[src/rtl/ebc_pkg.sv]
// package of constants and carrier types for the emulation break controller
package ebc_pkg;

    // ********************************************************************
    // register map (apb byte addresses)
    // ********************************************************************
    localparam logic [7:0] EBC_CTRL_ADR = 8'h00;
    localparam logic [7:0] EBC_COND_ADR = 8'h04;
    localparam logic [7:0] EBC_PASS_ADR = 8'h08;
    localparam logic [7:0] EBC_RAM_ADR = 8'h0C;
    localparam logic [7:0] EBC_BA_ADR = 8'h10;
    localparam logic [7:0] EBC_STAT_ADR = 8'h14;
    localparam logic [7:0] EBC_BPC_ADR = 8'h18;
    localparam logic [7:0] EBC_TP_ADR = 8'h1C;
    localparam logic [7:0] EBC_LIST_ADR = 8'h40;

    // ********************************************************************
    // sizes, fields and reset values
    // ********************************************************************
    localparam int EBC_NLIST = 20;
    localparam logic [11:0] EBC_TOP_SMALL = 12'h7DF;
    localparam logic [11:0] EBC_TOP_LARGE = 12'hFDF;
    localparam logic [1:0] EBC_DUTY_RST = 2'h0;
    localparam int EBC_CTRL_GO = 0;
    localparam int EBC_CTRL_ADRV = 1;
    localparam int EBC_CTRL_ABORT = 2;
    localparam int EBC_CTRL_LARGE = 3;
    localparam int EBC_COND_BP = 0;
    localparam int EBC_COND_TP = 1;
    localparam int EBC_COND_CC = 2;
    localparam int EBC_COND_LIST = 3;
    localparam int EBC_COND_PASS = 4;
    localparam int EBC_COND_RAM = 5;
    localparam int EBC_COND_BA = 6;
    localparam int EBC_COND_RAM4 = 7;
    localparam int EBC_COND_BA4 = 8;

    typedef enum logic [3:0] {
        EBC_SRC_NONE, EBC_SRC_ABORT, EBC_SRC_LIST, EBC_SRC_PASS, EBC_SRC_RAM,
        EBC_SRC_BA, EBC_SRC_BP, EBC_SRC_TP, EBC_SRC_CC, EBC_SRC_RANGE
    } ebc_src_type;

    // one retired instruction as reported by the core
    typedef struct packed {
        logic valid;
        logic skipped;
        logic skip_busy;
        logic irq_xfer;
        logic halt_mode;
        logic bp_bit;
        logic [11:0] pc;
        logic [11:0] next_pc;
        logic wr8;
        logic ram_wr;
        logic [10:0] ram_adr;
        logic [7:0] ram_dat;
        logic ba_wr;
        logic [7:0] ba_dat;
        logic tp_ovf;
        logic cc_ovf;
        logic [1:0] duty;
    } ebc_exec_type;

endpackage

[src/rtl/ebc_break_ctrl.sv]
// break-condition logic of the in-circuit emulator, with apb register access
//
// The placing of the registers and the APB interface to the registers were left to the implementer.
`timescale 1ns/1ns
// Behaviour
// - run with start address clears executed bits and trace pointer first
// - run without start address continues from current pc, state kept
// - halt after executing an instruction at any of twenty listed addresses
// - pass-count break after programmed 1..65535 executions at one address
// - address and breakpoint matches fire only on instruction first byte
// - count writes of 4 or 8-bit value to watch address, halt at count
// - only writes to the selected watch address advance the count
// - 8-bit value counts 8-bit writes; FH upper nibble adds 4-bit low writes
// - 4-bit value at odd watch address ignores 8-bit instruction writes
// - count writes of programmed value to BA pair, halt at count
// - 8-bit BA match needs 8-bit writes; 4-bit compares A only
// - enabled breakpoint bit, trace overflow, cycle overflow halt execution
// - halt when execution address passes top of code memory for mode
// - operator abort stops execution, ignored while core in halt mode
// - stop after breaking instruction; capture break pc, next pc, tp
// - break during skip held pending and taken when skip ends
// - skipped address or breakpoint instruction records no pending break
// - break during interrupt transfer taken after transfer completes
// - time base frozen from break until resume
// - resume leaves skip-if-carry add skip function enabled
// - warn after break when display duty differs from mask duty
module ebc_break_ctrl (
    input wire logic clk_i,
    input wire logic nrst_i,
    input wire logic ce_i,
    input wire logic psel_i,
    input wire logic penable_i,
    input wire logic pwrite_i,
    input wire logic [7:0] paddr_i,
    input wire logic [31:0] pwdata_i,
    output logic [31:0] prdata_o,
    output logic pready_o,
    output logic pslverr_o,
    input wire ebc_pkg::ebc_exec_type exec_i,
    input wire logic [11:0] trace_ptr_i,
    output logic run_o,
    output logic clr_exec_o,
    output logic [11:0] start_pc_o,
    output logic load_pc_o,
    output logic tbc_hold_o,
    output logic ais_skip_en_o,
    output logic duty_warn_o
);
    import ebc_pkg::*;

    // ********************************************************************
    // state and registers
    // ********************************************************************
    typedef enum logic [1:0] {ST_IDLE, ST_CLEAR, ST_RUN} ebc_state_type;
    ebc_state_type state_q;
    logic [3:0] ctrl_q;
    logic [8:0] cond_q;
    logic [11:0] pass_adr_q;
    logic [15:0] pass_cnt_q, pass_tgt_q;
    logic [10:0] ram_adr_q;
    logic [7:0] ram_val_q, ba_val_q;
    logic [15:0] ram_cnt_q, ram_tgt_q, ba_cnt_q, ba_tgt_q;
    logic [11:0] list_q [EBC_NLIST];
    logic [EBC_NLIST-1:0] list_en_q;
    logic pend_q;
    ebc_src_type pend_src_q, src_q;
    logic [11:0] bpc_q, npc_q, btp_q;
    logic [1:0] mask_duty_q;
    logic [1:0] duty_q;

    function automatic logic cnt_hit(input logic [15:0] cnt, input logic [15:0] tgt);
        cnt_hit = (tgt != 16'h0000) && (cnt + 16'h0001 == tgt);
    endfunction

    // ********************************************************************
    // apb slave, single cycle answer
    // ********************************************************************
    logic acc, wr, go_req;
    logic [4:0] lidx;
    assign acc = psel_i && penable_i && ce_i;
    assign wr = acc && pwrite_i;
    assign lidx = 5'(paddr_i[6:2] - 5'h10);
    assign go_req = wr && paddr_i == EBC_CTRL_ADR && pwdata_i[EBC_CTRL_GO];

    always_ff @(posedge clk_i or negedge nrst_i) begin
        if (!nrst_i) begin
            ctrl_q <= 4'h0;
            cond_q <= 9'h000;
            pass_adr_q <= 12'h000;
            pass_tgt_q <= 16'h0000;
            ram_adr_q <= 11'h000;
            ram_val_q <= 8'h00;
            ram_tgt_q <= 16'h0000;
            ba_val_q <= 8'h00;
            ba_tgt_q <= 16'h0000;
            list_en_q <= '0;
            mask_duty_q <= EBC_DUTY_RST;
            for (int i = 0; i < EBC_NLIST; i++) begin
                list_q[i] <= 12'h000;
            end
        end else if (wr) begin
            case (paddr_i)
                EBC_CTRL_ADR: begin
                    ctrl_q <= pwdata_i[3:0];
                    mask_duty_q <= pwdata_i[9:8];
                end
                EBC_COND_ADR: cond_q <= pwdata_i[8:0];
                EBC_PASS_ADR: begin
                    pass_adr_q <= pwdata_i[27:16];
                    pass_tgt_q <= pwdata_i[15:0];
                end
                EBC_RAM_ADR: begin
                    ram_adr_q <= pwdata_i[26:16];
                    ram_val_q <= pwdata_i[7:0];
                end
                EBC_BA_ADR: begin
                    ba_val_q <= pwdata_i[7:0];
                    ba_tgt_q <= pwdata_i[31:16];
                end
                EBC_STAT_ADR: ram_tgt_q <= pwdata_i[15:0];
                default: begin
                    if (paddr_i >= EBC_LIST_ADR && lidx < 5'(EBC_NLIST)) begin
                        list_q[lidx] <= pwdata_i[11:0];
                        list_en_q[lidx] <= pwdata_i[31];
                    end
                end
            endcase
        end
    end

    always_ff @(posedge clk_i or negedge nrst_i) begin
        if (!nrst_i) begin
            prdata_o <= 32'h0000_0000;
            pready_o <= 1'b0;
            pslverr_o <= 1'b0;
        end else if (ce_i) begin
            pready_o <= psel_i && !penable_i;
            pslverr_o <= 1'b0;
            prdata_o <= 32'h0000_0000;
            if (psel_i && !penable_i && !pwrite_i) begin
                case (paddr_i)
                    EBC_CTRL_ADR: prdata_o <= {22'h0, mask_duty_q, 4'h0, ctrl_q};
                    EBC_COND_ADR: prdata_o <= {23'h0, cond_q};
                    EBC_PASS_ADR: prdata_o <= {pass_cnt_q, 4'h0, pass_adr_q};
                    EBC_RAM_ADR: prdata_o <= {ram_cnt_q, 5'h0, ram_adr_q};
                    EBC_BA_ADR: prdata_o <= {ba_cnt_q, 8'h0, ba_val_q};
                    EBC_STAT_ADR: prdata_o <= {10'h0, duty_warn_o, run_o, src_q, ram_tgt_q};
                    EBC_BPC_ADR: prdata_o <= {4'h0, npc_q, 4'h0, bpc_q};
                    EBC_TP_ADR: prdata_o <= {20'h0, btp_q};
                    default: begin
                        if (paddr_i >= EBC_LIST_ADR && lidx < 5'(EBC_NLIST)) begin
                            prdata_o <= {list_en_q[lidx], 19'h0, list_q[lidx]};
                        end else begin
                            pslverr_o <= 1'b1;
                        end
                    end
                endcase
            end else if (psel_i && !penable_i && pwrite_i) begin
                pslverr_o <= !(paddr_i <= EBC_TP_ADR && paddr_i[1:0] == 2'h0
                    || paddr_i >= EBC_LIST_ADR && lidx < 5'(EBC_NLIST));
            end
        end
    end

    // ********************************************************************
    // break source evaluation for one retired instruction
    // ********************************************************************
    ebc_exec_type ex;
    logic first_ok, list_hit, pass_match, ram_match, ba_match;
    logic [11:0] top;
    ebc_src_type hit_src;
    assign ex = exec_i;
    assign first_ok = ex.valid && !ex.skipped;
    assign top = ctrl_q[EBC_CTRL_LARGE] ? EBC_TOP_LARGE : EBC_TOP_SMALL;

    always_comb begin
        list_hit = 1'b0;
        for (int i = 0; i < EBC_NLIST; i++) begin
            if (list_en_q[i] && list_q[i] == ex.pc) begin
                list_hit = 1'b1;
            end
        end
    end

    assign pass_match = cond_q[EBC_COND_PASS] && first_ok && ex.pc == pass_adr_q;
    always_comb begin
        ram_match = 1'b0;
        if (cond_q[EBC_COND_RAM] && ex.valid && ex.ram_wr && ex.ram_adr == ram_adr_q) begin
            if (!cond_q[EBC_COND_RAM4]) begin
                if (ex.wr8) begin
                    ram_match = ex.ram_dat == ram_val_q;
                end else begin
                    ram_match = ram_val_q[7:4] == 4'hF && ex.ram_dat[3:0] == ram_val_q[3:0];
                end
            end else begin
                ram_match = ex.ram_dat[3:0] == ram_val_q[3:0] && !(ex.wr8 && ram_adr_q[0]);
            end
        end
        ba_match = 1'b0;
        if (cond_q[EBC_COND_BA] && ex.valid && ex.ba_wr) begin
            if (cond_q[EBC_COND_BA4]) begin
                ba_match = ex.ba_dat[3:0] == ba_val_q[3:0];
            end else begin
                ba_match = ex.wr8 && ex.ba_dat == ba_val_q;
            end
        end
    end

    // priority: first listed source wins when several fire together
    always_comb begin
        hit_src = EBC_SRC_NONE;
        if (ctrl_q[EBC_CTRL_ABORT] && !ex.halt_mode) begin
            hit_src = EBC_SRC_ABORT;
        end else if (ex.valid && ex.pc > top) begin
            hit_src = EBC_SRC_RANGE;
        end else if (cond_q[EBC_COND_LIST] && first_ok && list_hit) begin
            hit_src = EBC_SRC_LIST;
        end else if (pass_match && cnt_hit(pass_cnt_q, pass_tgt_q)) begin
            hit_src = EBC_SRC_PASS;
        end else if (ram_match && cnt_hit(ram_cnt_q, ram_tgt_q)) begin
            hit_src = EBC_SRC_RAM;
        end else if (ba_match && cnt_hit(ba_cnt_q, ba_tgt_q)) begin
            hit_src = EBC_SRC_BA;
        end else if (cond_q[EBC_COND_BP] && first_ok && ex.bp_bit) begin
            hit_src = EBC_SRC_BP;
        end else if (cond_q[EBC_COND_TP] && ex.tp_ovf) begin
            hit_src = EBC_SRC_TP;
        end else if (cond_q[EBC_COND_CC] && ex.cc_ovf) begin
            hit_src = EBC_SRC_CC;
        end
    end

    // ********************************************************************
    // pass counters, cleared on every run start
    // ********************************************************************
    always_ff @(posedge clk_i or negedge nrst_i) begin
        if (!nrst_i) begin
            pass_cnt_q <= 16'h0000;
            ram_cnt_q <= 16'h0000;
            ba_cnt_q <= 16'h0000;
        end else if (ce_i) begin
            if (go_req) begin
                pass_cnt_q <= 16'h0000;
                ram_cnt_q <= 16'h0000;
                ba_cnt_q <= 16'h0000;
            end else if (state_q == ST_RUN) begin
                if (pass_match) pass_cnt_q <= pass_cnt_q + 16'h0001;
                if (ram_match) ram_cnt_q <= ram_cnt_q + 16'h0001;
                if (ba_match) ba_cnt_q <= ba_cnt_q + 16'h0001;
            end
        end
    end

    // ********************************************************************
    // run control, pending break and capture
    // ********************************************************************
    logic defer, take;
    assign defer = ex.valid && (ex.skip_busy || ex.irq_xfer);
    // abort needs no retired instruction
    assign take = state_q == ST_RUN && !defer && (hit_src == EBC_SRC_ABORT
        || ex.valid && (pend_q || hit_src != EBC_SRC_NONE));

    always_ff @(posedge clk_i or negedge nrst_i) begin
        if (!nrst_i) begin
            state_q <= ST_IDLE;
            run_o <= 1'b0;
            clr_exec_o <= 1'b0;
            load_pc_o <= 1'b0;
            start_pc_o <= 12'h000;
            tbc_hold_o <= 1'b1;
            ais_skip_en_o <= 1'b0;
        end else if (ce_i) begin
            clr_exec_o <= 1'b0;
            load_pc_o <= 1'b0;
            ais_skip_en_o <= 1'b0;
            case (state_q)
                ST_IDLE: begin
                    if (go_req && pwdata_i[EBC_CTRL_ADRV]) begin
                        start_pc_o <= pwdata_i[27:16];
                        load_pc_o <= 1'b1;
                        clr_exec_o <= 1'b1;
                        state_q <= ST_CLEAR;
                    end else if (go_req) begin
                        run_o <= 1'b1;
                        tbc_hold_o <= 1'b0;
                        ais_skip_en_o <= 1'b1;
                        state_q <= ST_RUN;
                    end
                end
                ST_CLEAR: begin
                    run_o <= 1'b1;
                    tbc_hold_o <= 1'b0;
                    ais_skip_en_o <= 1'b1;
                    state_q <= ST_RUN;
                end
                ST_RUN: begin
                    if (take) begin
                        run_o <= 1'b0;
                        tbc_hold_o <= 1'b1;
                        state_q <= ST_IDLE;
                    end
                end
                default: state_q <= ST_IDLE;
            endcase
        end
    end

    always_ff @(posedge clk_i or negedge nrst_i) begin
        if (!nrst_i) begin
            pend_q <= 1'b0;
            pend_src_q <= EBC_SRC_NONE;
            src_q <= EBC_SRC_NONE;
            bpc_q <= 12'h000;
            npc_q <= 12'h000;
            btp_q <= 12'h000;
            duty_q <= 2'h0;
        end else if (ce_i) begin
            if (go_req) begin
                pend_q <= 1'b0;
            end else if (state_q == ST_RUN) begin
                if (defer && !pend_q && hit_src != EBC_SRC_NONE) begin
                    pend_q <= 1'b1;
                    pend_src_q <= hit_src;
                end else if (take) begin
                    pend_q <= 1'b0;
                    src_q <= pend_q ? pend_src_q : hit_src;
                    bpc_q <= ex.pc;
                    npc_q <= ex.next_pc;
                    btp_q <= trace_ptr_i;
                    if (ex.valid) duty_q <= ex.duty;
                end
            end
        end
    end

    always_ff @(posedge clk_i or negedge nrst_i) begin
        if (!nrst_i) begin
            duty_warn_o <= 1'b0;
        end else if (ce_i) begin
            duty_warn_o <= !run_o && src_q != EBC_SRC_NONE && duty_q != mask_duty_q;
        end
    end
endmodule

[config.mk]
export PLATFORM = sky130hd
export DESIGN_NAME = ebc_break_ctrl
export DESIGN_NICKNAME = d
export VERILOG_FILES = /design/src/rtl/ebc_pkg.sv /design/src/rtl/ebc_break_ctrl.sv
export SDC_FILE = /design/constraint.sdc
export NUM_CORES = 1
export LEC_CHECK = 0
export ABC_AREA = 1
export BUFFER_PORTS_ARGS = -buffer_cell sky130_fd_sc_hd__buf_2
export CAP_MARGIN = 10
export CELL_PAD_IN_SITES_DETAIL_PLACEMENT = 0
export CELL_PAD_IN_SITES_GLOBAL_PLACEMENT = 1
export CORE_AREA = 2 2 311 221
export CTS_BUF_LIST = sky130_fd_sc_hd__clkbuf_16
export CTS_CLUSTER_DIAMETER = 120
export DETAILED_ROUTE_END_ITERATION = 8
export DIE_AREA = 0 0 313 223
export HOLD_SLACK_MARGIN = 0.15
export PLACE_DENSITY_LB_ADDON = 0.12
export SLEW_MARGIN = 20
export SYNTH_ARGS = -nofsm -noshare
export SYNTH_HDL_FRONTEND = slang
export SYNTH_SLANG_ARGS = --single-unit
[constraint.sdc]
create_clock -name clk_i -period 3.01 [get_ports clk_i]
set_input_delay 0.301 -clock clk_i [delete_from_list [all_inputs] [get_ports clk_i]]
set_output_delay 0.301 -clock clk_i [all_outputs]
set_load 0.1 [all_outputs]
Word level (Yosys, flattened, before mapping)

Index checks and enable logic that the tools add are counted.

Register bits: 510
Bits of input ports: 122
Output and inout port bits: 52

Magnitude comparators: 8
Equality and inequality tests: 45
Add/sub/neg operators: 4
Bitwise operators: 4
Mux-type cells: 83
Reductions and logical operators: 113

Operators with widths:

| cell                  | count |
|---|---|
| $pmux 32 s8           | 1 |
| $eq 12x12->1          | 21 |
| $bwmux 240            | 1 |
| $mux 16               | 9 |
| $logic_and 1x1->1     | 67 |
| $mux 32               | 2 |
| $bmux 12 s5           | 1 |
| $demux 12 s5          | 1 |
| $add 16x1->16 const B | 3 |
| $eq 16x16->1          | 3 |
| $mux 12               | 4 |
| $reduce_bool 16->1    | 3 |
| $mux 1                | 44 |
| $mux 4                | 10 |
| $eq 8x5->1 const B    | 4 |
| $reduce_and 3->1      | 7 |
| $bwmux 20             | 1 |
| $eq 8x4->1 const B    | 2 |
| $eq 8x8->1            | 2 |
| $gt 12x12->1          | 1 |
| $reduce_and 2->1      | 6 |
| $eq 11x11->1          | 1 |
| $reduce_and 5->1      | 2 |
| $logic_not 1->1       | 9 |
| other kinds (35)      | 52 |

Logic depth before layout (Yosys ltp)

Word-level depth: 35
Depth in mapped cells: 27

Least setup slack after synthesis

Ideal clock, no wire load.

Path type: reg-to-reg
Start: register pass_cnt_q[0]
End: register btp_q[10]
Setup time: 65 ps
Arrival: 2652 ps
Path slack: 293 ps
Stages on the path, launching flop included: 22
Required time: 2945 ps
Cells stage by stage: dfrtp_1 ha_1 nand3_2 nor2_2 nand2_1 nor2_2 xnor3_1 nor2_1 nand3_1 nor2_1 nor2_1 nand2_1 nand2_1 a21oi_2 nand2_1 nand3_1 nand2_1 nor3_4 buf_6 buf_6 nand2_1 nand2_1

Word-level cells in the longest chain between the ends: 14
Elaborated cells between the ends (all ways): 17

RTL lines:

| element                               | RTL line                                     | RTL |
|---|---|---|
| from (decl)                           | ebc_break_ctrl.sv:59                         | `logic [15:0] pass_cnt_q, pass_tgt_q;` |
| from (signal assigned)                | ebc_break_ctrl.sv:247                        | `if (pass_match) pass_cnt_q <= pass_cnt_q + 16'h0001;` |
| $add 16x1->16 (*)                     | ebc_break_ctrl.sv:72                         | `cnt_hit = (tgt != 16'h0000) && (cnt + 16'h0001 == tgt);` |
| $eq 16x16->1 (*)                      | ebc_break_ctrl.sv:72                         |  |
| $logic_and 1x1->1 (*)                 | ebc_break_ctrl.sv:72                         |  |
| $logic_and 1x1->1 (*)                 | ebc_break_ctrl.sv:218                        | `end else if (pass_match && cnt_hit(pass_cnt_q, pass_tgt_q)) begin` |
| $mux 4 (*)                            | ebc_break_ctrl.sv:218                        |  |
| $mux 4 (*)                            | ebc_break_ctrl.sv:216                        | `end else if (cond_q[EBC_COND_LIST] && first_ok && list_hit) begin` |
| $mux 4 (*)                            | ebc_break_ctrl.sv:214                        | `end else if (ex.valid && ex.pc > top) begin` |
| $mux 4 (*)                            | ebc_break_ctrl.sv:212                        | `if (ctrl_q[EBC_CTRL_ABORT] && !ex.halt_mode) begin` |
| $reduce_bool 4->1                     | ebc_break_ctrl.sv:261, ebc_break_ctrl.sv:321 |  |
| $logic_or 1x1->1                      | ebc_break_ctrl.sv:261                        | `\|\| ex.valid && (pend_q \|\| hit_src != EBC_SRC_NONE));` |
| $logic_and 1x1->1                     | ebc_break_ctrl.sv:261                        |  |
| $logic_or 1x1->1                      | ebc_break_ctrl.sv:261                        |  |
| $logic_and 1x1->1                     | ebc_break_ctrl.sv:260                        | `assign take = state_q == ST_RUN && !defer && (hit_src == EBC_SRC_ABORT` |
| $reduce_and 5->1 (no source line) (*) | -                                            |  |
| to (signal assigned)                  | ebc_break_ctrl.sv:329                        | `btp_q <= trace_ptr_i;` |
| to (decl)                             | ebc_break_ctrl.sv:67                         | `logic [11:0] bpc_q, npc_q, btp_q;` |

Every way passes the cells marked *; elsewhere a longest branch is shown, timed or not.
A chain may end at the register's enable or synchronous reset.

Worst setup path after layout

Start: register pass_cnt_q[6]
End: register bpc_q[7]

Word-level cells in the longest chain between the ends: 14
Elaborated cells between the ends (all ways): 17

RTL lines:

| element                               | RTL line                                     | RTL |
|---|---|---|
| $add 16x1->16 (*)                     | ebc_break_ctrl.sv:72                         |  |
| $eq 16x16->1 (*)                      | ebc_break_ctrl.sv:72                         |  |
| $logic_and 1x1->1 (*)                 | ebc_break_ctrl.sv:72                         |  |
| $logic_and 1x1->1 (*)                 | ebc_break_ctrl.sv:218                        |  |
| $mux 4 (*)                            | ebc_break_ctrl.sv:218                        |  |
| $mux 4 (*)                            | ebc_break_ctrl.sv:216                        |  |
| $mux 4 (*)                            | ebc_break_ctrl.sv:214                        |  |
| $mux 4 (*)                            | ebc_break_ctrl.sv:212                        |  |
| $reduce_bool 4->1                     | ebc_break_ctrl.sv:261, ebc_break_ctrl.sv:321 |  |
| $logic_or 1x1->1                      | ebc_break_ctrl.sv:261                        |  |
| $logic_and 1x1->1                     | ebc_break_ctrl.sv:261                        |  |
| $logic_or 1x1->1                      | ebc_break_ctrl.sv:261                        |  |
| $logic_and 1x1->1                     | ebc_break_ctrl.sv:260                        |  |
| $reduce_and 5->1 (no source line) (*) | -                                            |  |
| to (signal assigned)                  | ebc_break_ctrl.sv:327                        | `bpc_q <= ex.pc;` |
| to (decl)                             | ebc_break_ctrl.sv:67                         |  |

Marks and branches as above.

==> flow_summary.json <==
{
  "ys_seq_area_share_pct": 44.9,
  "power_frac_clock_pct": 41.5,
  "drv_slew": 0,
  "timing.final.ws_setup_ns": -0.407,
  "clk_pin_slew_ns": 0.06,
  "ios": 174,
  "holdWs_ns": 0.179,
  "cts_root_buf": "clkbuf_16",
  "drive_gt1_share_pct": 18.3,
  "post-route-period-util_pct": 114,
  "start_util_pct": 42.3,
  "power.switching_mw": 4.80,
  "final_cells": 5379,
  "finalSetupViolations": 51,
  "violations": "negative setup slack",
  "dp_hpwl_mm": 92.4,
  "grtUsageTotal_pct": 36.4,
  "clock_path_buffers": 3,
  "clock_skew_ns": 0.0177,
  "cts_buffers": 53,
  "synth_top_area_share_pct": 44.8,
  "yosysMostFrequentCell": "nand2_1",
  "clock_sinks": 510,
  "cpPeakStageDelay_ns": 0.43,
  "routed_wl_mm": 128,
  "routed-via-count": 29900,
  "p_leak_nw": 17.4,
  "synth_common_cells": "1,310 x nand2_1, 564 x o21ai_0, 509 x dfrtp_1",
  "switching_share_pct": 29.0,
  "worst-setup-path-type": "flip-flop to flip-flop",
  "rsz0062_at_grt": "true",
  "netlist_area_um2": 28400,
  "ys_types": 57,
  "grt_pass1_vias": 27600,
  "via_per_inst": 5.56,
  "cp.required_ns": 3.53,
  "detail_route.iter0.violations": 4016,
  "gp_congestion": 0.994,
  "tritoncts": "done",
  "area_growth_pct": 27.8,
  "max_cap_viol_count": 0,
  "critical_path.max_fanout": 6,
  "powerDensity_nw_per_um2": 456,
  "syn-mean-instance-area_um2": 7.27,
  "nets": 4558,
  "slowest_stage": "dfrtp_2",
  "period_needed_ns": 3.42,
  "clk_latency_ns": 0.64,
  "p_comb_share_pct": 13.6,
  "num_rows": 80,
  "io_buffers": 173,
  "dpl_worst_slack_ns": -0.939,
  "start_kind": "flip-flop",
  "p_int_mw": 11.8,
  "synth-async-reset-ratio_pct": 100,
  "worst_pin_slew_ns": 0.941,
  "ir_drop_v": 0.000396,
  "die_area_um2": 69800,
  "hp-class": "primary input to flip-flop",
  "h-tree-depth": 2,
  "synth-edff-count": 0,
  "die_y_um": 223,
  "drc": 0,
  "dieWidth_um": 313,
  "dr.pass1.iters": 6,
  "crit_arrival_ns": 3.94,
  "overflow": 0,
  "synth_nets": 4038,
  "fmax_mhz": 293,
  "antenna_found_initial": 6,
  "cpMostUsedCell": "nand2_1",
  "grt_pass1_wl_mm": 188,
  "ys_seq_elements": 510,
  "ant_nets": 0,
  "dpl.cell_count": 5184,
  "placed_cell_area_um2": 33200,
  "design_area_um2": 36300,
  "syn_inst": 3909,
  "design_power_total_mw": 16.6,
  "path_cells": "nand2_1, nor3_4, nand3_1, nand2_1, nand2_1, nand2_1, nand3_2, nor2_1, buf_4, nand3_4, nor2_4, nor2_2, nand2_1, nand2_2, a21oi_2, nand2_1, nand3_1, nand2_2, inv_2, nand3_4, buf_12, buf_16, nand2_1, o21ai_1",
  "grt_max_degree": 75,
  "status": "finished with violations",
  "coreArea_um2": 67200,
  "seq_power_share_pct": 44.9,
  "synthTopCellsByArea": "dfrtp_1 45%, nand2_1 17%, o21ai_0 9.9%, inv_1 4.8%, nor2_1 3.8%",
  "finalHoldViolations": 0,
  "ys.flop_type": "dfrtp_1",
  "setup.worst_path.end_class": "flip-flop",
  "ys_warn_count": 0,
  "slew_headroom_pct": 37.2,
  "synth_top_area_cell": "dfrtp_1",
  "wl_per_cell_um": 23.8
}
## stage by stage
step / TNS [ns] / utilization (%)
after detailed placement: -44.84 / 49.4
after CTS: -7.78 / 53.7
after global routing: -29.16 / 54.1
after floorplan: 0 / -
final: -16.45 / 54.1
after global placement: -44.57 / 49.4
## layout make-up
| type | count | area (um^2) |
|---|---|---|
| diodes | 3 | 7.51 |
| clock buffers | 55 | 1380 |
| clock inverters | 45 | 368 |
| fillers | 6576 | 30800 |
| inverters | 387 | 1450 |
| multi-input cells | 2824 | 13800 |
| flip-flops and latches | 510 | 12800 |
| well taps | 902 | 1130 |
| repair buffers | 653 | 5410 |
## final timing paths
check                      slack [ns]                        end                 startpoint  cells after the start
setup / recovery                -0.41       bpc_q[7]$_DFFE_PN0P_  pass_cnt_q[6]$_DFFE_PN0P_                     24
hold / removal                   0.18  pend_src_q[3]$_DFFE_PN0P_                 exec_i[59]                      5
setup reg to reg                -0.41       bpc_q[7]$_DFFE_PN0P_  pass_cnt_q[6]$_DFFE_PN0P_                     24
hold reg to reg                  0.47     tbc_hold_o$_DFFE_PN1P_     tbc_hold_o$_DFFE_PN1P_                      2
max in group asynchronous        1.80  pass_cnt_q[6]$_DFFE_PN0P_                     nrst_i                      4
min in group asynchronous        0.25     list_q[45]$_DFFE_PN0P_                     nrst_i                      2
## flip-flops by register name, indices dropped and copies added, names as in the netlist, 11 cells and up
name / count
ram_cnt_q: 16
ram_adr_q: 11
start_pc_o: 12
btp_q: 12
prdata_o: 32
pass_adr_q: 12
ba_tgt_q: 16
ram_tgt_q: 16
list_en_q: 20
bpc_q: 12
pass_cnt_q: 16
list_q: 240
npc_q: 12
ba_cnt_q: 16
pass_tgt_q: 16
## power by group through the flow
stage | registers [mW] | logic, mW | clock network (mW)
2_1_floorplan | 7.51 | 0.967 | 0
3_3_place_gp | 7.55 | 2.03 | 0
3_5_place_dp | 7.54 | 2.05 | 0
4_1_cts | 7.42 | 2.16 | 6.95
5_1_grt | 7.47 | 2.42 | 7.24
6_report | 7.44 | 2.25 | 6.88
## layout by cell type (no fill, tap or decap), types with 47 or more instances in the layout
cell,synthesis,final
a21oi_1,47,47
a22oi_1,71,71
buf_12,0,51
buf_2,39,172
buf_4,8,356
clkbuf_16,0,56
dfrtp_1,509,506
dlygate4sd3_1,0,52
inv_1,367,372
nand2_1,1310,1269
nand3_1,133,125
nor2_1,288,270
o21ai_0,564,552
o22ai_1,91,90
xnor2_1,59,58
## timing repair
item / CTS / global route
pin swaps: 5 / 28
endpoints found under the setup margin: 51 / 66
setup buffers: 26 / 12
gates resized for setup: 70 / 84
gates cloned: 7 / 1
hold buffers: 52 / 0
endpoints found under the hold margin: 226 / 0
## critical path: cells and delay by family (launching register included)
family / cells / cell delay, ns
AOI/OAI and AO/OA: 2 / 0.22
and+or+nand+nor: 18 / 2.09
DFF: 1 / 0.43
buffers and inverters: 4 / 0.54
## routing by layer
metal  track usage [%]  vias to the layer above  part of all wire (%)
met5                 0                        -                 0.010
met4              6.64                        2                   2.0
met3              10.3                      175                    13
met2              48.1                     1593                    39
met1              58.2                    14300                    47
li1                  -                    13800                     -
## cells by family (layout without fill, tap and decap cells)
group / count (synthesis) / count (layout) / share of synthesized area (%)
compound gates: 887 / 887 / 17.8
flops: 510 / 510 / 44.9
simple gates: 1829 / 1829 / 25.7
xor+xnor: 101 / 101 / 3.31
other cells: 0 / 3 / 0
fa+ha+maj: 7 / 7 / 0.308
buf+inv: 575 / 1140 / 7.92
(Power assumes the default switching activity.)
